--- config.mk ---
export PLATFORM = sky130hd
export DESIGN_NAME = gpt_timer
export DESIGN_NICKNAME = d
export VERILOG_FILES = /design/src/design/gpt_pkg.sv /design/src/design/gpt_timer.sv
export VERILOG_INCLUDE_DIRS = /design/src /design/src/design
export SDC_FILE = /design/constraint.sdc
export NUM_CORES = 1
export LEC_CHECK = 0
export BUFFER_PORTS_ARGS = -buffer_cell sky130_fd_sc_hd__buf_2
export CORE_AREA = 4 4 201 203
export CTS_CLUSTER_DIAMETER = 60
export DETAILED_ROUTE_END_ITERATION = 8
export DIE_AREA = 0 0 205 207
export PLACE_DENSITY = 0.44
export SLEW_MARGIN = 20
export SYNTH_ARGS = -nofsm -noshare
export SYNTH_HDL_FRONTEND = slang
export SYNTH_SLANG_ARGS = --single-unit
--- constraint.sdc ---
create_clock -name ref_clk -period 13.95 [get_ports ref_clk]
set_input_delay 3.4875 -clock ref_clk [delete_from_list [all_inputs] [get_ports ref_clk]]
set_output_delay 3.4875 -clock ref_clk [all_outputs]
set_load 0.005 [all_outputs]
--- src/design/gpt_map.svh ---
// register offsets, field positions, masks and reset values of the timer
`ifndef GPT_MAP_SVH
`define GPT_MAP_SVH

// ****************************************************************
// register offsets
// ****************************************************************
`define GPT_OFS_CTL1      5'h00
`define GPT_OFS_CTL2      5'h01
`define GPT_OFS_SLAVE     5'h02
`define GPT_OFS_IRQ_EN    5'h03
`define GPT_OFS_STATUS    5'h04
`define GPT_OFS_EVENT     5'h05
`define GPT_OFS_CHMODE1   5'h06
`define GPT_OFS_CHOUT     5'h09
`define GPT_OFS_CNT_HI    5'h0A
`define GPT_OFS_CNT_LO    5'h0B
`define GPT_OFS_DIV_EXP   5'h0C
`define GPT_OFS_RELOAD_HI 5'h0D
`define GPT_OFS_RELOAD_LO 5'h0E
`define GPT_OFS_CMP1_HI   5'h0F

// ****************************************************************
// field positions
// ****************************************************************
`define GPT_CTL1_RELOAD_PRE 7
`define GPT_CTL1_SINGLE     3
`define GPT_CTL1_REQ_SRC    2
`define GPT_CTL1_INHIBIT    1
`define GPT_CTL1_COUNT_ON   0
`define GPT_SLAVE_SYNC      7
`define GPT_EV_SW_UPDATE    0
`define GPT_EV_TRIGGER      6
`define GPT_FLAG_UPDATE     0
`define GPT_FLAG_TRIGGER    6

// ****************************************************************
// codes of the master output, slave controller and trigger select fields
// ****************************************************************
`define GPT_MOS_SW_UPDATE   3'h0
`define GPT_MOS_ENABLE      3'h1
`define GPT_MOS_UPDATE      3'h2
`define GPT_SMS_OFF         3'h0
`define GPT_SMS_RESET       3'h4
`define GPT_SMS_GATED       3'h5
`define GPT_SMS_TRIGGER     3'h6
`define GPT_SMS_EXT_CLOCK   3'h7
`define GPT_TS_INTERNAL_TRIGGER_ZERO         3'h0
`define GPT_TS_INTERNAL_TRIGGER_THREE         3'h3
`define GPT_TS_EDGE1        3'h4
`define GPT_TS_IN1          3'h5
`define GPT_TS_IN2          3'h6
`define GPT_TS_EXT          3'h7

// ****************************************************************
// writable bit masks and reset values
// ****************************************************************
`define GPT_MASK_CTL1       8'h8F
`define GPT_MASK_CTL2       8'h70
`define GPT_MASK_SLAVE      8'hF7
`define GPT_MASK_FLAGS      8'h4F
`define GPT_MASK_CHMODE     8'h70
`define GPT_MASK_CHOUT      8'h3F
`define GPT_RST_BYTE        8'h00
`define GPT_RST_RELOAD      16'hFFFF

`endif

--- src/design/gpt_pkg.sv ---
// types shared by the timer and its surroundings
package gpt_pkg;

   // ****************************************************************
   // trigger sources and interrupt requests
   // ****************************************************************
   typedef struct packed {
      logic internal_trigger_zero;
      logic internal_trigger_three;
      logic chan1_edge_detect;
      logic chan1_filtered_input;
      logic chan2_filtered_input;
      logic filtered_external_trigger;
   } gpt_trig_s;

   typedef struct packed {
      logic trigger;
      logic cc3;
      logic cc2;
      logic cc1;
      logic update;
   } gpt_irq_s;

   // ****************************************************************
   // whole timer state
   // ****************************************************************
   typedef struct packed {
      logic [7:0]       ctl1;
      logic [7:0]       ctl2;
      logic [7:0]       slave;
      logic [7:0]       irq_en;
      logic [7:0]       flags;
      logic [7:0]       chout;
      logic [2:0][7:0]  chmode;
      logic [15:0]      cnt;
      logic [15:0]      div_cnt;
      logic [15:0]      reload_pre;
      logic [15:0]      reload_act;
      logic [2:0][15:0] cmp;
      logic [3:0]       exp_pre;
      logic [3:0]       exp_act;
      logic [7:0]       hi_tmp;
      logic [2:0]       ref_wave;
      logic [2:0]       chan_out;
      logic             trg_prev;
      logic             trg_dly;
      logic             en_prev;
      logic             trigger_out;
      logic [7:0]       rdata;
   } gpt_state_s;

endpackage

--- src/design/gpt_timer.sv ---
// general purpose 16-bit timer with slave controller and trigger output
`timescale 1ns/100ps
`include "gpt_map.svh"

module gpt_timer (
   input  wire logic              ref_clk,
   input  wire logic              srst,
   input  wire logic [4:0]        reg_addr,
   input  wire logic [7:0]        reg_wdata,
   input  wire logic              reg_wr,
   input  wire logic              reg_rd,
   output logic [7:0]             reg_rdata,
   input  gpt_pkg::gpt_trig_s     trigger_src,
   output logic                   trigger_out,
   output logic [2:0]             chan_out,
   output gpt_pkg::gpt_irq_s      irq
);
   import gpt_pkg::*;

   gpt_state_s s;
   gpt_state_s next_s;

   logic       trg_raw;
   logic       trg;
   logic       rise;
   logic       fall;
   logic [2:0] slave_controller_select;
   logic       wr_hit;
   logic [7:0] ev;
   logic       slave_rst;
   logic       div_in;
   logic       en_sig;
   logic [15:0] limit;
   logic       tick;
   logic       ovf;
   logic       reinit;
   logic       update_event;
   logic       inhibit;
   logic [2:0] match;
   logic [4:0] rofs;

   // ****************************************************************
   // next state
   // ****************************************************************
   always_comb begin
      next_s = s;
      slave_controller_select = s.slave[2:0];
      inhibit = s.ctl1[`GPT_CTL1_INHIBIT];
      wr_hit = reg_wr;
      rofs = 5'h00;

      // trigger select and sync delay
      case (s.slave[6:4])
         `GPT_TS_INTERNAL_TRIGGER_ZERO:  trg_raw = trigger_src.internal_trigger_zero;
         `GPT_TS_INTERNAL_TRIGGER_THREE:  trg_raw = trigger_src.internal_trigger_three;
         `GPT_TS_EDGE1: trg_raw = trigger_src.chan1_edge_detect;
         `GPT_TS_IN1:   trg_raw = trigger_src.chan1_filtered_input;
         `GPT_TS_IN2:   trg_raw = trigger_src.chan2_filtered_input;
         `GPT_TS_EXT:   trg_raw = trigger_src.filtered_external_trigger;
         default:       trg_raw = 1'b0;
      endcase
      trg = s.slave[`GPT_SLAVE_SYNC] ? s.trg_dly : trg_raw;
      next_s.trg_dly = trg_raw;
      next_s.trg_prev = trg;
      rise = trg & ~s.trg_prev;
      fall = ~trg & s.trg_prev;

      // software register writes
      ev = `GPT_RST_BYTE;
      if (wr_hit) begin
         case (reg_addr)
            `GPT_OFS_CTL1:
               next_s.ctl1 = reg_wdata & `GPT_MASK_CTL1;
            `GPT_OFS_CTL2:    next_s.ctl2 = reg_wdata & `GPT_MASK_CTL2;
            `GPT_OFS_SLAVE:   next_s.slave = reg_wdata & `GPT_MASK_SLAVE;
            `GPT_OFS_IRQ_EN:  next_s.irq_en = reg_wdata & `GPT_MASK_FLAGS;
            `GPT_OFS_STATUS:  next_s.flags = s.flags & reg_wdata;
            `GPT_OFS_EVENT:   ev = reg_wdata & `GPT_MASK_FLAGS;
            `GPT_OFS_CHOUT:   next_s.chout = reg_wdata & `GPT_MASK_CHOUT;
            `GPT_OFS_CNT_HI:  next_s.cnt[15:8] = reg_wdata;
            `GPT_OFS_CNT_LO:  next_s.cnt[7:0] = reg_wdata;
            `GPT_OFS_DIV_EXP: next_s.exp_pre = reg_wdata[3:0];
            `GPT_OFS_RELOAD_LO: begin
               next_s.reload_pre = {s.hi_tmp, reg_wdata};
               if (!s.ctl1[`GPT_CTL1_RELOAD_PRE]) begin
                  next_s.reload_act = {s.hi_tmp, reg_wdata};
               end
            end
            default: begin
               // reload and compare high bytes wait in a holding byte so
               // those 16-bit values never apply half written
               if (reg_addr == `GPT_OFS_RELOAD_HI) begin
                  next_s.hi_tmp = reg_wdata;
               end
               for (int i = 0; i < 3; i++) begin
                  if (reg_addr == `GPT_OFS_CHMODE1 + 5'(i)) begin
                     next_s.chmode[i] = reg_wdata & `GPT_MASK_CHMODE;
                  end
                  if (reg_addr == `GPT_OFS_CMP1_HI + 5'(2 * i)) begin
                     next_s.hi_tmp = reg_wdata;
                  end
                  if (reg_addr == `GPT_OFS_CMP1_HI + 5'(2 * i + 1)) begin
                     next_s.cmp[i] = {s.hi_tmp, reg_wdata};
                  end
               end
            end
         endcase
      end

      // slave controller
      slave_rst = (slave_controller_select == `GPT_SMS_RESET) && rise;
      if ((slave_controller_select == `GPT_SMS_TRIGGER) && rise) begin
         next_s.ctl1[`GPT_CTL1_COUNT_ON] = 1'b1;
      end
      // divider input is the master clock qualified per mode
      case (slave_controller_select)
         `GPT_SMS_GATED:     div_in = s.ctl1[0] & trg;
         `GPT_SMS_EXT_CLOCK: div_in = s.ctl1[0] & rise;
         `GPT_SMS_OFF, `GPT_SMS_RESET, `GPT_SMS_TRIGGER:
                             div_in = s.ctl1[0];
         default:            div_in = 1'b0;
      endcase
      en_sig = s.ctl1[0] | ((slave_controller_select == `GPT_SMS_GATED) & trg);
      next_s.en_prev = en_sig;

      // divider and counter
      limit = 16'((17'h00001 << s.exp_act) - 17'h00001);
      tick = div_in && (s.div_cnt == limit);
      if (div_in) begin
         next_s.div_cnt = tick ? 16'h0000 : s.div_cnt + 16'h0001;
      end
      ovf = tick && (s.cnt == s.reload_act);
      if (tick) begin
         next_s.cnt = ovf ? 16'h0000 : s.cnt + 16'h0001;
      end
      reinit = ev[`GPT_EV_SW_UPDATE] | slave_rst;
      if (reinit) begin
         next_s.cnt = 16'h0000;
         next_s.div_cnt = 16'h0000;
      end

      // update event and shadow loads
      update_event = (ovf | reinit) & ~inhibit;
      if (update_event) begin
         next_s.exp_act = s.exp_pre;
         if (s.ctl1[`GPT_CTL1_RELOAD_PRE]) begin
            next_s.reload_act = s.reload_pre;
         end
         if (s.ctl1[`GPT_CTL1_SINGLE]) begin
            next_s.ctl1[`GPT_CTL1_COUNT_ON] = 1'b0;
         end
      end

      // sticky flags, set wins over the clear written above
      if ((ovf & ~inhibit) | (reinit & ~inhibit
            & ~s.ctl1[`GPT_CTL1_REQ_SRC])) begin
         next_s.flags[`GPT_FLAG_UPDATE] = 1'b1;
      end
      if (((slave_controller_select != `GPT_SMS_OFF) && (rise || (fall
            && (slave_controller_select == `GPT_SMS_GATED)))) || ev[`GPT_EV_TRIGGER]) begin
         next_s.flags[`GPT_FLAG_TRIGGER] = 1'b1;
      end

      // compare channels: active-high reference, polarity last
      for (int i = 0; i < 3; i++) begin
         match[i] = tick && (next_s.cnt == s.cmp[i]);
         if (match[i] || ev[i + 1]) begin
            next_s.flags[i + 1] = 1'b1;
         end
         case (s.chmode[i][6:4])
            3'h1: next_s.ref_wave[i] = match[i] | s.ref_wave[i];
            3'h2: next_s.ref_wave[i] = ~match[i] & s.ref_wave[i];
            3'h3: next_s.ref_wave[i] = match[i] ^ s.ref_wave[i];
            3'h4: next_s.ref_wave[i] = 1'b0;
            3'h5: next_s.ref_wave[i] = 1'b1;
            3'h6: next_s.ref_wave[i] = next_s.cnt < s.cmp[i];
            3'h7: next_s.ref_wave[i] = !(next_s.cnt < s.cmp[i]);
            default: next_s.ref_wave[i] = s.ref_wave[i];
         endcase
         next_s.chan_out[i] = s.chout[2 * i]
            & (s.ref_wave[i] ^ s.chout[2 * i + 1]);
      end

      // trigger output
      case (s.ctl2[6:4])
         `GPT_MOS_SW_UPDATE: next_s.trigger_out = reinit;
         `GPT_MOS_ENABLE: begin
            // gated enable reaches slaves a cycle late unless sync delay
            if ((slave_controller_select == `GPT_SMS_GATED) && !s.slave[`GPT_SLAVE_SYNC]) begin
               next_s.trigger_out = s.en_prev;
            end else begin
               next_s.trigger_out = en_sig;
            end
         end
         `GPT_MOS_UPDATE:    next_s.trigger_out = update_event;
         default:            next_s.trigger_out = 1'b0;
      endcase

      // read data, registered one cycle after the strobe
      next_s.rdata = 8'h00;
      if (reg_rd) begin
         case (reg_addr)
            `GPT_OFS_CTL1:      next_s.rdata = s.ctl1;
            `GPT_OFS_CTL2:      next_s.rdata = s.ctl2;
            `GPT_OFS_SLAVE:     next_s.rdata = s.slave;
            `GPT_OFS_IRQ_EN:    next_s.rdata = s.irq_en;
            `GPT_OFS_STATUS:    next_s.rdata = s.flags;
            `GPT_OFS_CHOUT:     next_s.rdata = s.chout;
            `GPT_OFS_CNT_HI:    next_s.rdata = s.cnt[15:8];
            `GPT_OFS_CNT_LO:    next_s.rdata = s.cnt[7:0];
            `GPT_OFS_DIV_EXP:   next_s.rdata = {4'h0, s.exp_pre};
            `GPT_OFS_RELOAD_HI: next_s.rdata = s.reload_pre[15:8];
            `GPT_OFS_RELOAD_LO: next_s.rdata = s.reload_pre[7:0];
            default: begin
               for (int i = 0; i < 3; i++) begin
                  rofs = `GPT_OFS_CMP1_HI + 5'(2 * i);
                  if (reg_addr == `GPT_OFS_CHMODE1 + 5'(i)) begin
                     next_s.rdata = s.chmode[i];
                  end
                  if (reg_addr == rofs) begin
                     next_s.rdata = s.cmp[i][15:8];
                  end
                  if (reg_addr == rofs + 5'h01) begin
                     next_s.rdata = s.cmp[i][7:0];
                  end
               end
            end
         endcase
      end
   end

   // ****************************************************************
   // state register
   // ****************************************************************
   always_ff @(posedge ref_clk) begin
      if (srst) begin
         s <= '0;
         s.reload_pre <= `GPT_RST_RELOAD;
         s.reload_act <= `GPT_RST_RELOAD;
      end else begin
         s <= next_s;
      end
   end

   // ****************************************************************
   // outputs
   // ****************************************************************
   assign reg_rdata = s.rdata;
   assign trigger_out = s.trigger_out;
   assign chan_out = s.chan_out;
   // each request gated by its own enable bit
   assign irq.update = s.flags[0] & s.irq_en[0];
   assign irq.cc1 = s.flags[1] & s.irq_en[1];
   assign irq.cc2 = s.flags[2] & s.irq_en[2];
   assign irq.cc3 = s.flags[3] & s.irq_en[3];
   assign irq.trigger = s.flags[6] & s.irq_en[6];

endmodule

# ---- Yosys cells after proc, flatten, opt, wreduce, memory -nomap -nowiden
# Index checks and enable logic that the tools add are counted.
# Widths: inputs -> output; s select.
dict set report word_totals {
  inputBits 23
  rom_bits 0
  out_inout_bits 17
  latchBits 0
  n_memories 0
  word_cells 263
  ram_bits 0
  regBits 189
}
dict set report op_classes {
  eq_ne 57
  muxes 60
  order_cmp 3
  n_bitwise 43
  n_reduce_logical 62
  div 0
  n_addsub 3
  shift 1
  n_mul 0
}
# operator count
set ops {}
lappend ops {{$mux 16} 11}
lappend ops {{$mux 8} 16}
lappend ops {{$pmux 8 s11} 1}
lappend ops {{$mux 81} 1}
lappend ops {{$eq 16x16->1} 5}
lappend ops {{$mux 68} 1}
lappend ops {{$eq 3x3->1 const B} 20}
lappend ops {{$mux 7} 8}
lappend ops {{$lt 16x16->1} 3}
lappend ops {{$mux 48} 1}
lappend ops {{$eq 5x4->1 const B} 8}
lappend ops {{$add 16x1->16 const B} 2}
lappend ops {{$mux 32} 1}
lappend ops {{$reduce_and 2->1} 13}
lappend ops {{$eq 5x5->1 const B} 5}
lappend ops {{$eq 3x2->1 const B} 8}
lappend ops {{$mux 23} 1}
lappend ops {{$pmux 1 s7} 3}
lappend ops {{$reduce_and 3->1} 7}
lappend ops {{$reduce_bool 7->1} 3}
lappend ops {{$and 1x1->1} 20}
lappend ops {{$eq 5x3->1 const B} 4}
lappend ops {{$reduce_bool 2->1} 10}
lappend ops {{$shl 1x4->16 const A} 1}
lappend ops {{23 further kinds} 76}

# ---- Longest topological paths before layout
# Gate-level depths: netlist of run 1.
dict set report logic_depth {
  word_depth 16
  mapped_depth 28
  mapped_depth_nobuf 22
}

# ---- Least setup slack after synthesis of run 1
# No wires, ideal clock.
dict set report synth_timing {
  path_type {in2reg}
  from {input trigger_src[0] in the netlist's numbering}
  to {register s[17] in the netlist's numbering}
  arrival_ns 7.312
  required_time_ns 13.817
  cell_stages 17
  path_slack_ns 6.505
  n_path_buf 2
  cell_sequence {mux2i_1 mux4_2 mux2_2 nor3_2 a22o_1 clkbuf_1 clkbuf_1 a21oi_1 ha_1 nand4_1 or2_2 nor4_1 nand2_1 ha_1 mux4_2 nor2_1 a311oi_1}
}
# item line
set synth_lines {}
lappend synth_lines {{start, declared} gpt_timer.sv:13} ;# input gpt_pkg::gpt_trig_s trigger_src,
lappend synth_lines {{end signal, assigned} gpt_timer.sv:241} ;# s <= next_s;
lappend synth_lines {{end, declared} gpt_timer.sv:20} ;# gpt_state_s s;

==> results of run 1 <==
report_power, final:
group          switching [mW]  internal (mW)
sequential            0.00682          0.543
combinational          0.0541         0.0231
clock                   0.246          0.271
total                   0.307          0.837
placed cells by master, fill, tap and decap left out, types with 7 or more instances in the layout:
master / n
a211oi_1: 13
a21o_1: 10
a21oi_1: 127
a221oi_1: 23
a22o_1: 18
a22oi_1: 20
a31oi_1: 25
and2_1: 9
and3_1: 13
buf_2: 38
buf_4: 24
clkbuf_16: 17
dfxtp_1: 189
ha_1: 57
inv_1: 62
mux2_2: 31
mux2i_1: 21
nand2_1: 245
nand2b_1: 15
nand3_1: 58
nand3b_1: 24
nand4_1: 30
nor2_1: 124
nor2b_1: 13
nor3_1: 8
nor3b_1: 11
nor4_1: 24
o211a_1: 7
o21a_1: 9
o21ai_0: 33
or2_2: 8
or3_1: 8
xnor2_1: 33
xor2_1: 13
layer usage:
layer / vias to the layer above / wire length (um) / global-route usage [%]
li1: 5156 / - / -
met1: 5223 / 21100 / 29.8
met3: 72 / 2710 / 3.80
met4: 2 / 1410 / 6.86
met2: 321 / 21100 / 33.6
met5: - / 7 / 0
area by class of cell:
cell class              instances  area share [%]
flip-flops and latches        189            30.0
multi-input cells            1107            55.1
clock inverters                15            1.38
well taps                     518            5.15
inverters                      62            1.85
clock buffers                  17            3.38
repair buffers                 64            3.12
how the worst max path moves through the flow:
stage                         from     to  slack [ns]  cells after the start
floorplan           trigger_src[0]  s[17]        6.50                     17
global placement    trigger_src[0]  s[17]        5.70                     16
detailed placement  trigger_src[0]  s[17]        5.67                     16
CTS                 trigger_src[0]  s[17]        6.15                     16
global route        trigger_src[0]  s[17]        5.66                     16
finish              trigger_src[2]  s[17]        6.12                     16
registers in the layout, indices dropped and copies added, names as in the netlist:
name and count:
chan_out 3, s 176, inhibit 1, trigger_out 1, reg_rdata 8
worst register-to-register path, delay by kind of cell (launching register included):
family                   cells  cell delay [ns]
adder cells (fa/ha/maj)      3             1.09
flip-flops                   1             0.99
multiplexers                 1             0.46
AO/OA/AOI/OAI                4             0.88
AND/OR/NAND/NOR             12             3.26
cells by family after synthesis:
family,Yosys count
adders and majority gates,57
AOI/OAI and AO/OA,330
DFF,189
buffers and inverters,174
muxes,56
and+or+nand+nor,618
xor gates and xnor gates,46
stage by stage:
stage | cells | power, mW
2_1_floorplan | 1470 | 0.608
5_1_grt | 1972 | 1.18
6_report | 1972 | 1.14
4_1_cts | 1971 | 1.16
3_3_place_gp | 1939 | 0.640
3_5_place_dp | 1939 | 0.639
==> results.py, run 1 <==
metrics = {
    "sta": {
        "finalCritPeriodShare_pct": 56.2,
        "min_period_ns": 7.83,
        "rsz0062_at_grt": "false",
        "finClkSkew_ns": 0.0206,
        "setup_ws_ns": 6.12,
        "setup_viol": 0,
        "hold_violations": 0,
        "whs_ns": 0.471,
        "worstMarginPinSlew_ns": 1.09,
        "max_freq_ghz": 0.128,
        "maxSlewViolCount": 0,
        "fin_tns_setup_ns": 0,
        "slew-limit-headroom_pct": 27.0,
    },
    "yosys": {
        "synthTopCellsByArea": "dfxtp_1, nand2_1, ha_1",
        "ys_types": 74,
        "synth_edf_count": 0,
        "syn_area_per_cell_sq_um": 7.79,
        "yosys.area_share.simple_pct": 26.2,
        "seq_area_frac_synth_pct": 33.1,
        "ys_seq_elements": 189,
        "synth_adder_area_share_pct": 6.23,
        "syn_area_sq_mm": 0.0114,
        "synthXorXnorAreaFrac_pct": 3.52,
        "synth_fp_nets": 1550,
        "synth_top_family_by_area": "simple AND/OR/NAND/NOR gates",
        "synth_top_area_share_pct": 33.1,
        "yosys_warnings": 0,
        "yosysMostFrequentCell": "nand2_1",
        "synth_ff_type": "dfxtp_1",
        "synthMuxAreaShare_pct": 5.67,
        "synthTopCellsByCount": "nand2_1, dfxtp_1, a21oi_1",
        "synth_cells": 1470,
        "ys_async_sr_fraction_pct": 0,
        "synth_compound_area_share_pct": 18.8,
        "synth_area_leader_cell": "dfxtp_1",
    },
    "placed_design": {
        "place_area_sq_mm": 0.0120,
        "pre_cts_ws_ns": 5.67,
        "dp_hpwl_mm": 32.7,
        "place.port_buffers": 39,
        "gp_congestion": 0.949,
    },
    "clock_tree": {
        "cts_buffers": 17,
        "h-tree-depth": 4,
        "cts_resized": 0,
        "cts_setup_buffers": 0,
        "root_buffer": "clkbuf_16",
        "clk_pin_slew_ns": 0.07,
        "cts_num_sinks": 189,
        "clk_latency_ns": 0.47,
        "cts_hold_buf": 0,
        "clockBufferDepth": 2,
        "cts_tree": "built",
    },
    "critical_path": {
        "cp_top_family": "simple AND/OR/NAND/NOR gates",
        "slowest_delay_ns": 0.77,
        "crit_type": "in -> reg",
        "critPathArrivalTime_ns": 8.14,
        "end_kind": "flip-flop",
        "critPathLaunchType": "input port",
        "r2r_slack_ns": 7.14,
        "worstReg2RegEnd": "s[17]",
        "cp_max_fo": 16,
        "crit_buf_inv": 1,
        "r2r-start": "s[27]",
        "cp_slowest_cell": "nand3_1",
        "rr_worst_depth": 20,
        "required_ns": 14.26,
        "crit_path_cell_trace": "buf_2 -> mux2i_1 -> mux4_2 -> o21ai_1 -> nand3_1 -> a21oi_1 -> o211a_1 -> ha_1 -> nand2_1 -> or2_2 -> nor4_1 -> nand2_1 -> ha_1 -> mux4_2 -> nor2_1 -> a311oi_1",
    },
    "layout": {
        "drive_above_1_share_pct": 10.7,
        "multiInputGateArea_sq_mm": 0.00694,
        "final_nets": 1521,
        "nFillCells": 4130,
        "syn2layout_area_growth_pct": 10.0,
        "post-route-util_pct": 32.7,
        "fin_area_sq_mm": 0.0126,
        "n_antenna_cell": 0,
        "ff_latch_area_sq_mm": 0.00378,
    },
    "routing": {
        "firstDrtPassIters": 5,
        "post_drt_wl_per_cell_um": 23.5,
        "drc": 0,
        "final_antenna_net_count": 0,
        "drtIter0Drc": 1002,
        "drt-total-wl_mm": 46.3,
        "vias": 10800,
        "viasPerCell": 5.46,
    },
    "global_routing": {
        "grt_start_max_net_pins": 127,
        "antenna_found_initial": 1,
        "grt_pass1_wl_mm": 68.2,
        "overflow": 0,
        "grt_pass1_vias": 10100,
        "grtUsageTotal_pct": 21.4,
    },
    "floorplanning": {
        "die_width_um": 205,
        "fp.dieH_um": 207,
        "core_area_sq_mm": 0.0385,
        "rows": 72,
        "initial_core_util_pct": 29.8,
        "dieArea_sq_mm": 0.0424,
        "pin_count": 40,
    },
    "flow_run": {
        "max_cap_violations": 0,
    },
    "power": {
        "irDropWorstVdd_mv": 0.0732,
        "power.leakage_nw": 4.48,
        "power_density_mw_per_mm2": 90.9,
    },
    "min_path": {
        "holdPathEnd": "s[80]",
        "hold-path-cell-count": 2,
        "hp-class": "reg -> reg",
        "min-delay-start": "s[80]",
    },
    "status": {
        "status": "complete, no violations",
    },
}
(Power assumes the default switching activity.)
==> run 2: changes to the inputs <==
--- a/config.mk
+++ b/config.mk
@@ -11,7 +11,7 @@
 export CTS_CLUSTER_DIAMETER = 60
 export DETAILED_ROUTE_END_ITERATION = 8
 export DIE_AREA = 0 0 205 207
-export PLACE_DENSITY = 0.44
+export PLACE_DENSITY = 0.46
 export SLEW_MARGIN = 20
 export SYNTH_ARGS = -nofsm -noshare
 export SYNTH_HDL_FRONTEND = slang
==> constraint.sdc (replaced) <==
create_clock -name ref_clk -period 6.67 [get_ports ref_clk]
set_input_delay 1.6675 -clock ref_clk [delete_from_list [all_inputs] [get_ports ref_clk]]
set_output_delay 1.6675 -clock ref_clk [all_outputs]
set_load 0.005 [all_outputs]
==> run 2 against run 1 <==
Against the previous run:
- power rose by 100%
- critical path depth rose by 5
- wire length fell by 0.72%
- setup slack got worse by 5.6 ns
- first-iteration DRC count fell by 2.2%
- die area did not move
- critical endpoint is now s[16]
- largest cell class unchanged
- highest routed layer is now met4
- clock power rose by 97%
- non-clock buffer count rose by 4
- largest power group unchanged
==> results.py, run 2 (same netlist as run 1, synthesis figures left out) <==
metrics = {
    "routing": {
        "firstDrtPassIters": 5,
        "drtIter0Drc": 980,
        "vias": 10900,
        "drt-total-wl_mm": 46.0,
        "viasPerCell": 5.50,
        "drc": 0,
        "final_antenna_net_count": 0,
        "post_drt_wl_per_cell_um": 23.3,
    },
    "flow_run": {
        "max_cap_violations": 0,
    },
    "floorplanning": {
        "pin_count": 40,
        "initial_core_util_pct": 29.8,
        "dieArea_sq_mm": 0.0424,
        "fp.dieH_um": 207,
        "die_width_um": 205,
        "core_area_sq_mm": 0.0385,
        "rows": 72,
    },
    "layout": {
        "final_cell_mix": "nand2_1, dfxtp_1, a21oi_1, nor2_1, inv_1",
        "nFillCells": 4167,
        "mostFrequentLayoutCell": "nand2_1",
        "post-route-util_pct": 32.8,
        "regMostFlops": "s",
        "final_nets": 1525,
        "drive_above_1_share_pct": 11.2,
        "fin_area_sq_mm": 0.0126,
        "syn2layout_area_growth_pct": 10.1,
        "n_antenna_cell": 0,
        "largest_reg_flops": 176,
        "stdcell_count": 1976,
    },
    "placed_design": {
        "place_area_sq_mm": 0.0120,
        "dp.cells": 1944,
        "gp_congestion": 0.942,
        "dp_hpwl_mm": 32.9,
        "pre_cts_ws_ns": 0.623,
        "place.port_buffers": 39,
    },
    "critical_path": {
        "cp_max_fo": 20,
        "crit_buf_inv": 2,
        "end_kind": "flip-flop",
        "cp_slowest_cell": "dfxtp_1",
        "worstReg2RegEnd": "s[16]",
        "rr_worst_depth": 21,
        "cp_top_family": "simple AND/OR/NAND/NOR gates",
        "slowest_delay_ns": 0.80,
        "crit_type": "reg -> reg",
        "required_ns": 6.97,
        "crit_path_cell_trace": "nor2_1 -> nand2_1 -> ha_1 -> buf_4 -> and2_1 -> o21ai_0 -> a22oi_1 -> nand4_1 -> or3_1 -> nor3_2 -> buf_4 -> nand2_1 -> a21oi_1 -> ha_1 -> nand4_1 -> nor4_1 -> nand2_1 -> ha_1 -> mux4_2 -> nor2_1 -> a311oi_1",
        "critPathLaunchType": "flip-flop",
        "r2r_slack_ns": 0.54,
        "critPathArrivalTime_ns": 6.44,
        "r2r-start": "s[26]",
    },
    "clock_tree": {
        "cts_resized": 0,
        "cts_buffers": 17,
        "root_buffer": "clkbuf_16",
        "h-tree-depth": 4,
        "cts_num_sinks": 189,
        "clockBufferDepth": 2,
        "cts_hold_buf": 0,
        "cts_setup_buffers": 0,
        "clk_pin_slew_ns": 0.07,
        "clk_latency_ns": 0.47,
        "cts_tree": "built",
    },
    "sta": {
        "max_freq_ghz": 0.163,
        "setup_viol": 0,
        "finClkSkew_ns": 0.0242,
        "whs_ns": 0.465,
        "finalCritPeriodShare_pct": 92.0,
        "maxSlewViolCount": 0,
        "fin_tns_setup_ns": 0,
        "min_period_ns": 6.13,
        "worstMarginPinSlew_ns": 1.12,
        "slew-limit-headroom_pct": 25.1,
        "rsz0062_at_grt": "false",
        "setup_ws_ns": 0.537,
        "hold_violations": 0,
    },
    "global_routing": {
        "grtUsageTotal_pct": 21.5,
        "overflow": 0,
        "grt_start_max_net_pins": 102,
        "antenna_found_initial": 1,
        "grt_pass1_vias": 10500,
        "grt_pass1_wl_mm": 69.0,
    },
    "min_path": {
        "holdPathEnd": "s[80]",
        "min-delay-start": "s[80]",
        "hp-class": "reg -> reg",
        "hold-path-cell-count": 2,
    },
    "status": {
        "status": "complete, no violations",
    },
    "power": {
        "power.leakage_nw": 4.47,
        "power_density_mw_per_mm2": 186,
        "irDropWorstVdd_mv": 0.118,
        "p_total_mw": 2.34,
    },
}
==> run 2: cell count changes in the layout (fill, tap and decap cells not counted), moves of 2 or more <==
| cell | change |
|---|---|
| nor2_1 | -2 |
| nor2_2 | +2 |
| clkinvlp_4 | +3 |
| inv_6 | -3 |
| buf_4 | +5 |
| clkinv_2 | +2 |
==> run 2: power by group <==
| part | switching, mW | leakage (nW) | internal, mW | total (mW) |
|---|---|---|---|---|
| Sequential | 0.0141 | 1.53 | 1.14 | 1.15 |
| Clock | 0.505 | 0.268 | 0.520 | 1.02 |
| Combinational | 0.115 | 2.68 | 0.0490 | 0.164 |
| Total | 0.634 | 4.47 | 1.71 | 2.34 |
==> run 2: area by class of cell <==
cell class	instances	area [sq um]	share of cell area, %
repair buffers	68	419	3.33
flip-flops and latches	189	3780	30.0
multi-input cells	1107	6950	55.2
clock buffers	17	425	3.38
inverters	62	233	1.85
well taps	518	648	5.14
clock inverters	15	139	1.10
==> run 2: tightest hold or removal path: stages (launching register included) <==
cell and delay [ns]:
dfxtp_1 0.31, nand2_1 0.05, a21oi_1 0.05
==> run 2: worst max-delay path by stage <==
stage	endpoint	from	cells after the start
after CTS	s[17]	s[26]	22
final	s[16]	s[26]	21
after global routing	s[17]	s[26]	22
after detailed placement	s[17]	s[26]	22
after global placement	s[17]	s[26]	21
after floorplan	s[17]	trigger_src[0]	17
==> run 2: metal layers <==
| metal | vias to the layer above | track usage (%) | part of all wire (%) | routed length, um |
|---|---|---|---|---|
| met5 | - | 0 | 0 | 0 |
| met4 | 0 | 6.79 | 2.7 | 1230 |
| met3 | 57 | 3.35 | 5.2 | 2370 |
| met2 | 345 | 33.6 | 46 | 21000 |
| met1 | 5300 | 30.5 | 46 | 21400 |
| li1 | 5168 | - | - | - |
==> run 3: changes to the inputs <==
--- a/config.mk
+++ b/config.mk
@@ -7,11 +7,13 @@
 export NUM_CORES = 1
 export LEC_CHECK = 0
 export BUFFER_PORTS_ARGS = -buffer_cell sky130_fd_sc_hd__buf_2
+export CELL_PAD_IN_SITES_DETAIL_PLACEMENT = 1
+export CELL_PAD_IN_SITES_GLOBAL_PLACEMENT = 2
 export CORE_AREA = 4 4 201 203
 export CTS_CLUSTER_DIAMETER = 60
 export DETAILED_ROUTE_END_ITERATION = 8
 export DIE_AREA = 0 0 205 207
-export PLACE_DENSITY = 0.46
+export PLACE_DENSITY = 0.68
 export SLEW_MARGIN = 20
 export SYNTH_ARGS = -nofsm -noshare
 export SYNTH_HDL_FRONTEND = slang
==> run 3 against run 2 <==
Against the previous run:
- die area did not move
- sequential power about the same
- setup slack improved by 0.18 ns
- global-route usage grew 1.7 points
- critical path type unchanged
- largest cell class unchanged
- final cell count rose by 0.10%
==> results.py, run 3 (same netlist as run 1, synthesis figures left out) <==
metrics = {
    "floorplanning": {
        "die_width_um": 205,
        "dieArea_sq_mm": 0.0424,
        "initial_core_util_pct": 29.8,
        "pin_count": 40,
        "rows": 72,
        "fp.dieH_um": 207,
        "core_area_sq_mm": 0.0385,
    },
    "routing": {
        "firstDrtPassIters": 7,
        "final_antenna_net_count": 0,
        "drt-total-wl_mm": 50.0,
        "viasPerCell": 5.62,
        "drtIter0Drc": 997,
        "post_drt_wl_per_cell_um": 25.3,
        "drc": 0,
        "vias": 11100,
    },
    "sta": {
        "slew-limit-headroom_pct": 21.2,
        "finClkSkew_ns": 0.0130,
        "worstMarginPinSlew_ns": 1.18,
        "hold_violations": 0,
        "rsz0062_at_grt": "false",
        "finalCritPeriodShare_pct": 89.2,
        "max_freq_ghz": 0.168,
        "fin_tns_setup_ns": 0,
        "setup_viol": 0,
        "min_period_ns": 5.95,
        "maxSlewViolCount": 0,
    },
    "status": {
        "status": "complete, no violations",
    },
    "clock_tree": {
        "cts_buffers": 17,
        "h-tree-depth": 4,
        "root_buffer": "clkbuf_16",
        "clk_pin_slew_ns": 0.08,
        "cts_num_sinks": 189,
        "clockBufferDepth": 2,
        "cts_tree": "built",
        "clk_latency_ns": 0.47,
        "cts_hold_buf": 0,
        "cts_setup_buffers": 0,
    },
    "layout": {
        "drive_above_1_share_pct": 11.2,
        "largest_reg_flops": 176,
        "final_cell_mix": "nand2_1, dfxtp_1, a21oi_1, nor2_1, inv_1",
        "regMostFlops": "s",
        "nFillCells": 4655,
        "final_nets": 1527,
        "n_antenna_cell": 0,
        "mostFrequentLayoutCell": "nand2_1",
        "syn2layout_area_growth_pct": 10.2,
    },
    "power": {
        "power.leakage_nw": 4.50,
        "power_density_mw_per_mm2": 188,
        "irDropWorstVdd_mv": 0.142,
        "p_total_mw": 2.37,
    },
    "placed_design": {
        "gp_congestion": 0.954,
        "place.port_buffers": 39,
        "dp_hpwl_mm": 36.2,
    },
    "critical_path": {
        "required_ns": 6.97,
        "end_kind": "flip-flop",
        "cp_common_cell": "ha_1",
        "critPathArrivalTime_ns": 6.25,
        "crit_type": "reg -> reg",
        "cp_max_fo": 16,
        "crit_path_cell_trace": "buf_4 -> nand3b_1 -> ha_1 -> nand4bb_1 -> or3_1 -> o211ai_1 -> nand3_1 -> nor4_1 -> nand3_2 -> a21oi_1 -> o211a_1 -> ha_1 -> nand2_1 -> or2_2 -> nor4_1 -> nand2_1 -> ha_1 -> mux4_2 -> nor2_1 -> a311oi_1",
        "slowest_delay_ns": 0.65,
        "critPathLaunchType": "flip-flop",
        "cp_slowest_cell": "nor4_1",
    },
    "min_path": {
        "hp-class": "reg -> reg",
    },
    "global_routing": {
        "grt_pass1_vias": 10900,
        "grt_start_max_net_pins": 115,
        "overflow": 0,
        "grtUsageTotal_pct": 23.2,
        "antenna_found_initial": 2,
        "grt_pass1_wl_mm": 74.4,
    },
    "flow_run": {
        "max_cap_violations": 0,
    },
}
==> run 3: through the flow <==
stage	hold WS (ns)	util, %	instance area, sq um	setup slack, ns	instances
final	0.464	32.8	12600	0.721	1978
after floorplan	0.436	-	11400	1.04	1470
after global placement	0.445	31.3	12000	0.643	1946
after global routing	0.481	32.8	12600	0.260	1978
after CTS	0.468	32.8	12600	0.511	1978
after detailed placement	0.457	31.3	12000	0.526	1946
==> run 3: layout make-up <==
class | instances | area, sq um | area share, %
multi-input combinational | 1107 | 6940 | 55.0
sequential | 189 | 3780 | 30.0
tap | 518 | 648 | 5.14
clock buffer | 19 | 443 | 3.51
timing repair buffer | 70 | 434 | 3.44
inverter | 62 | 233 | 1.85
clock inverter | 13 | 129 | 1.02
==> run 3: per-layer routing <==
layer  routed length (um)  track usage, %  vias up
met5                    0               0        -
met4                 1160            6.26        0
met3                 2410            2.58       58
met2                22200            35.7      337
met1                24200            34.4     5562
li1                     -               -     5158
==> run 3: power breakdown <==
group          internal, mW  total, mW  leakage, nW  switching [mW]
registers              1.14       1.15         1.53          0.0142
logic                0.0487      0.166         2.69           0.118
clock network         0.535       1.06        0.281           0.523
==> run 3: path summary, 6_finish.rpt <==
kind,startpoint,endpoint,slack (ns),cells past startpoint
worst max-delay path,s[26],s[17],0.72,20
worst min-delay path,s[80],s[80],0.46,2
worst max register to register,s[26],s[17],0.72,20
worst min register to register,s[80],s[80],0.46,2
==> run 3: worst max-delay path: cells and delay by family, from the launching register on <==
family                     cells  cell delay (ns)
adders and majority gates      3             0.83
buffers and inverters          1             0.21
DFF                            1             0.51
AOI/OAI and AO/OA              4             0.80
and+or+nand+nor               11             2.96
muxes                          1             0.46
==> run 3: what timing repair did <==
| action | in CTS | in global routing |
|---|---|---|
| endpoints found under the hold margin | 0 | 0 |
| endpoints found under the setup margin | 0 | 1 |
| resized for setup | 0 | 1 |
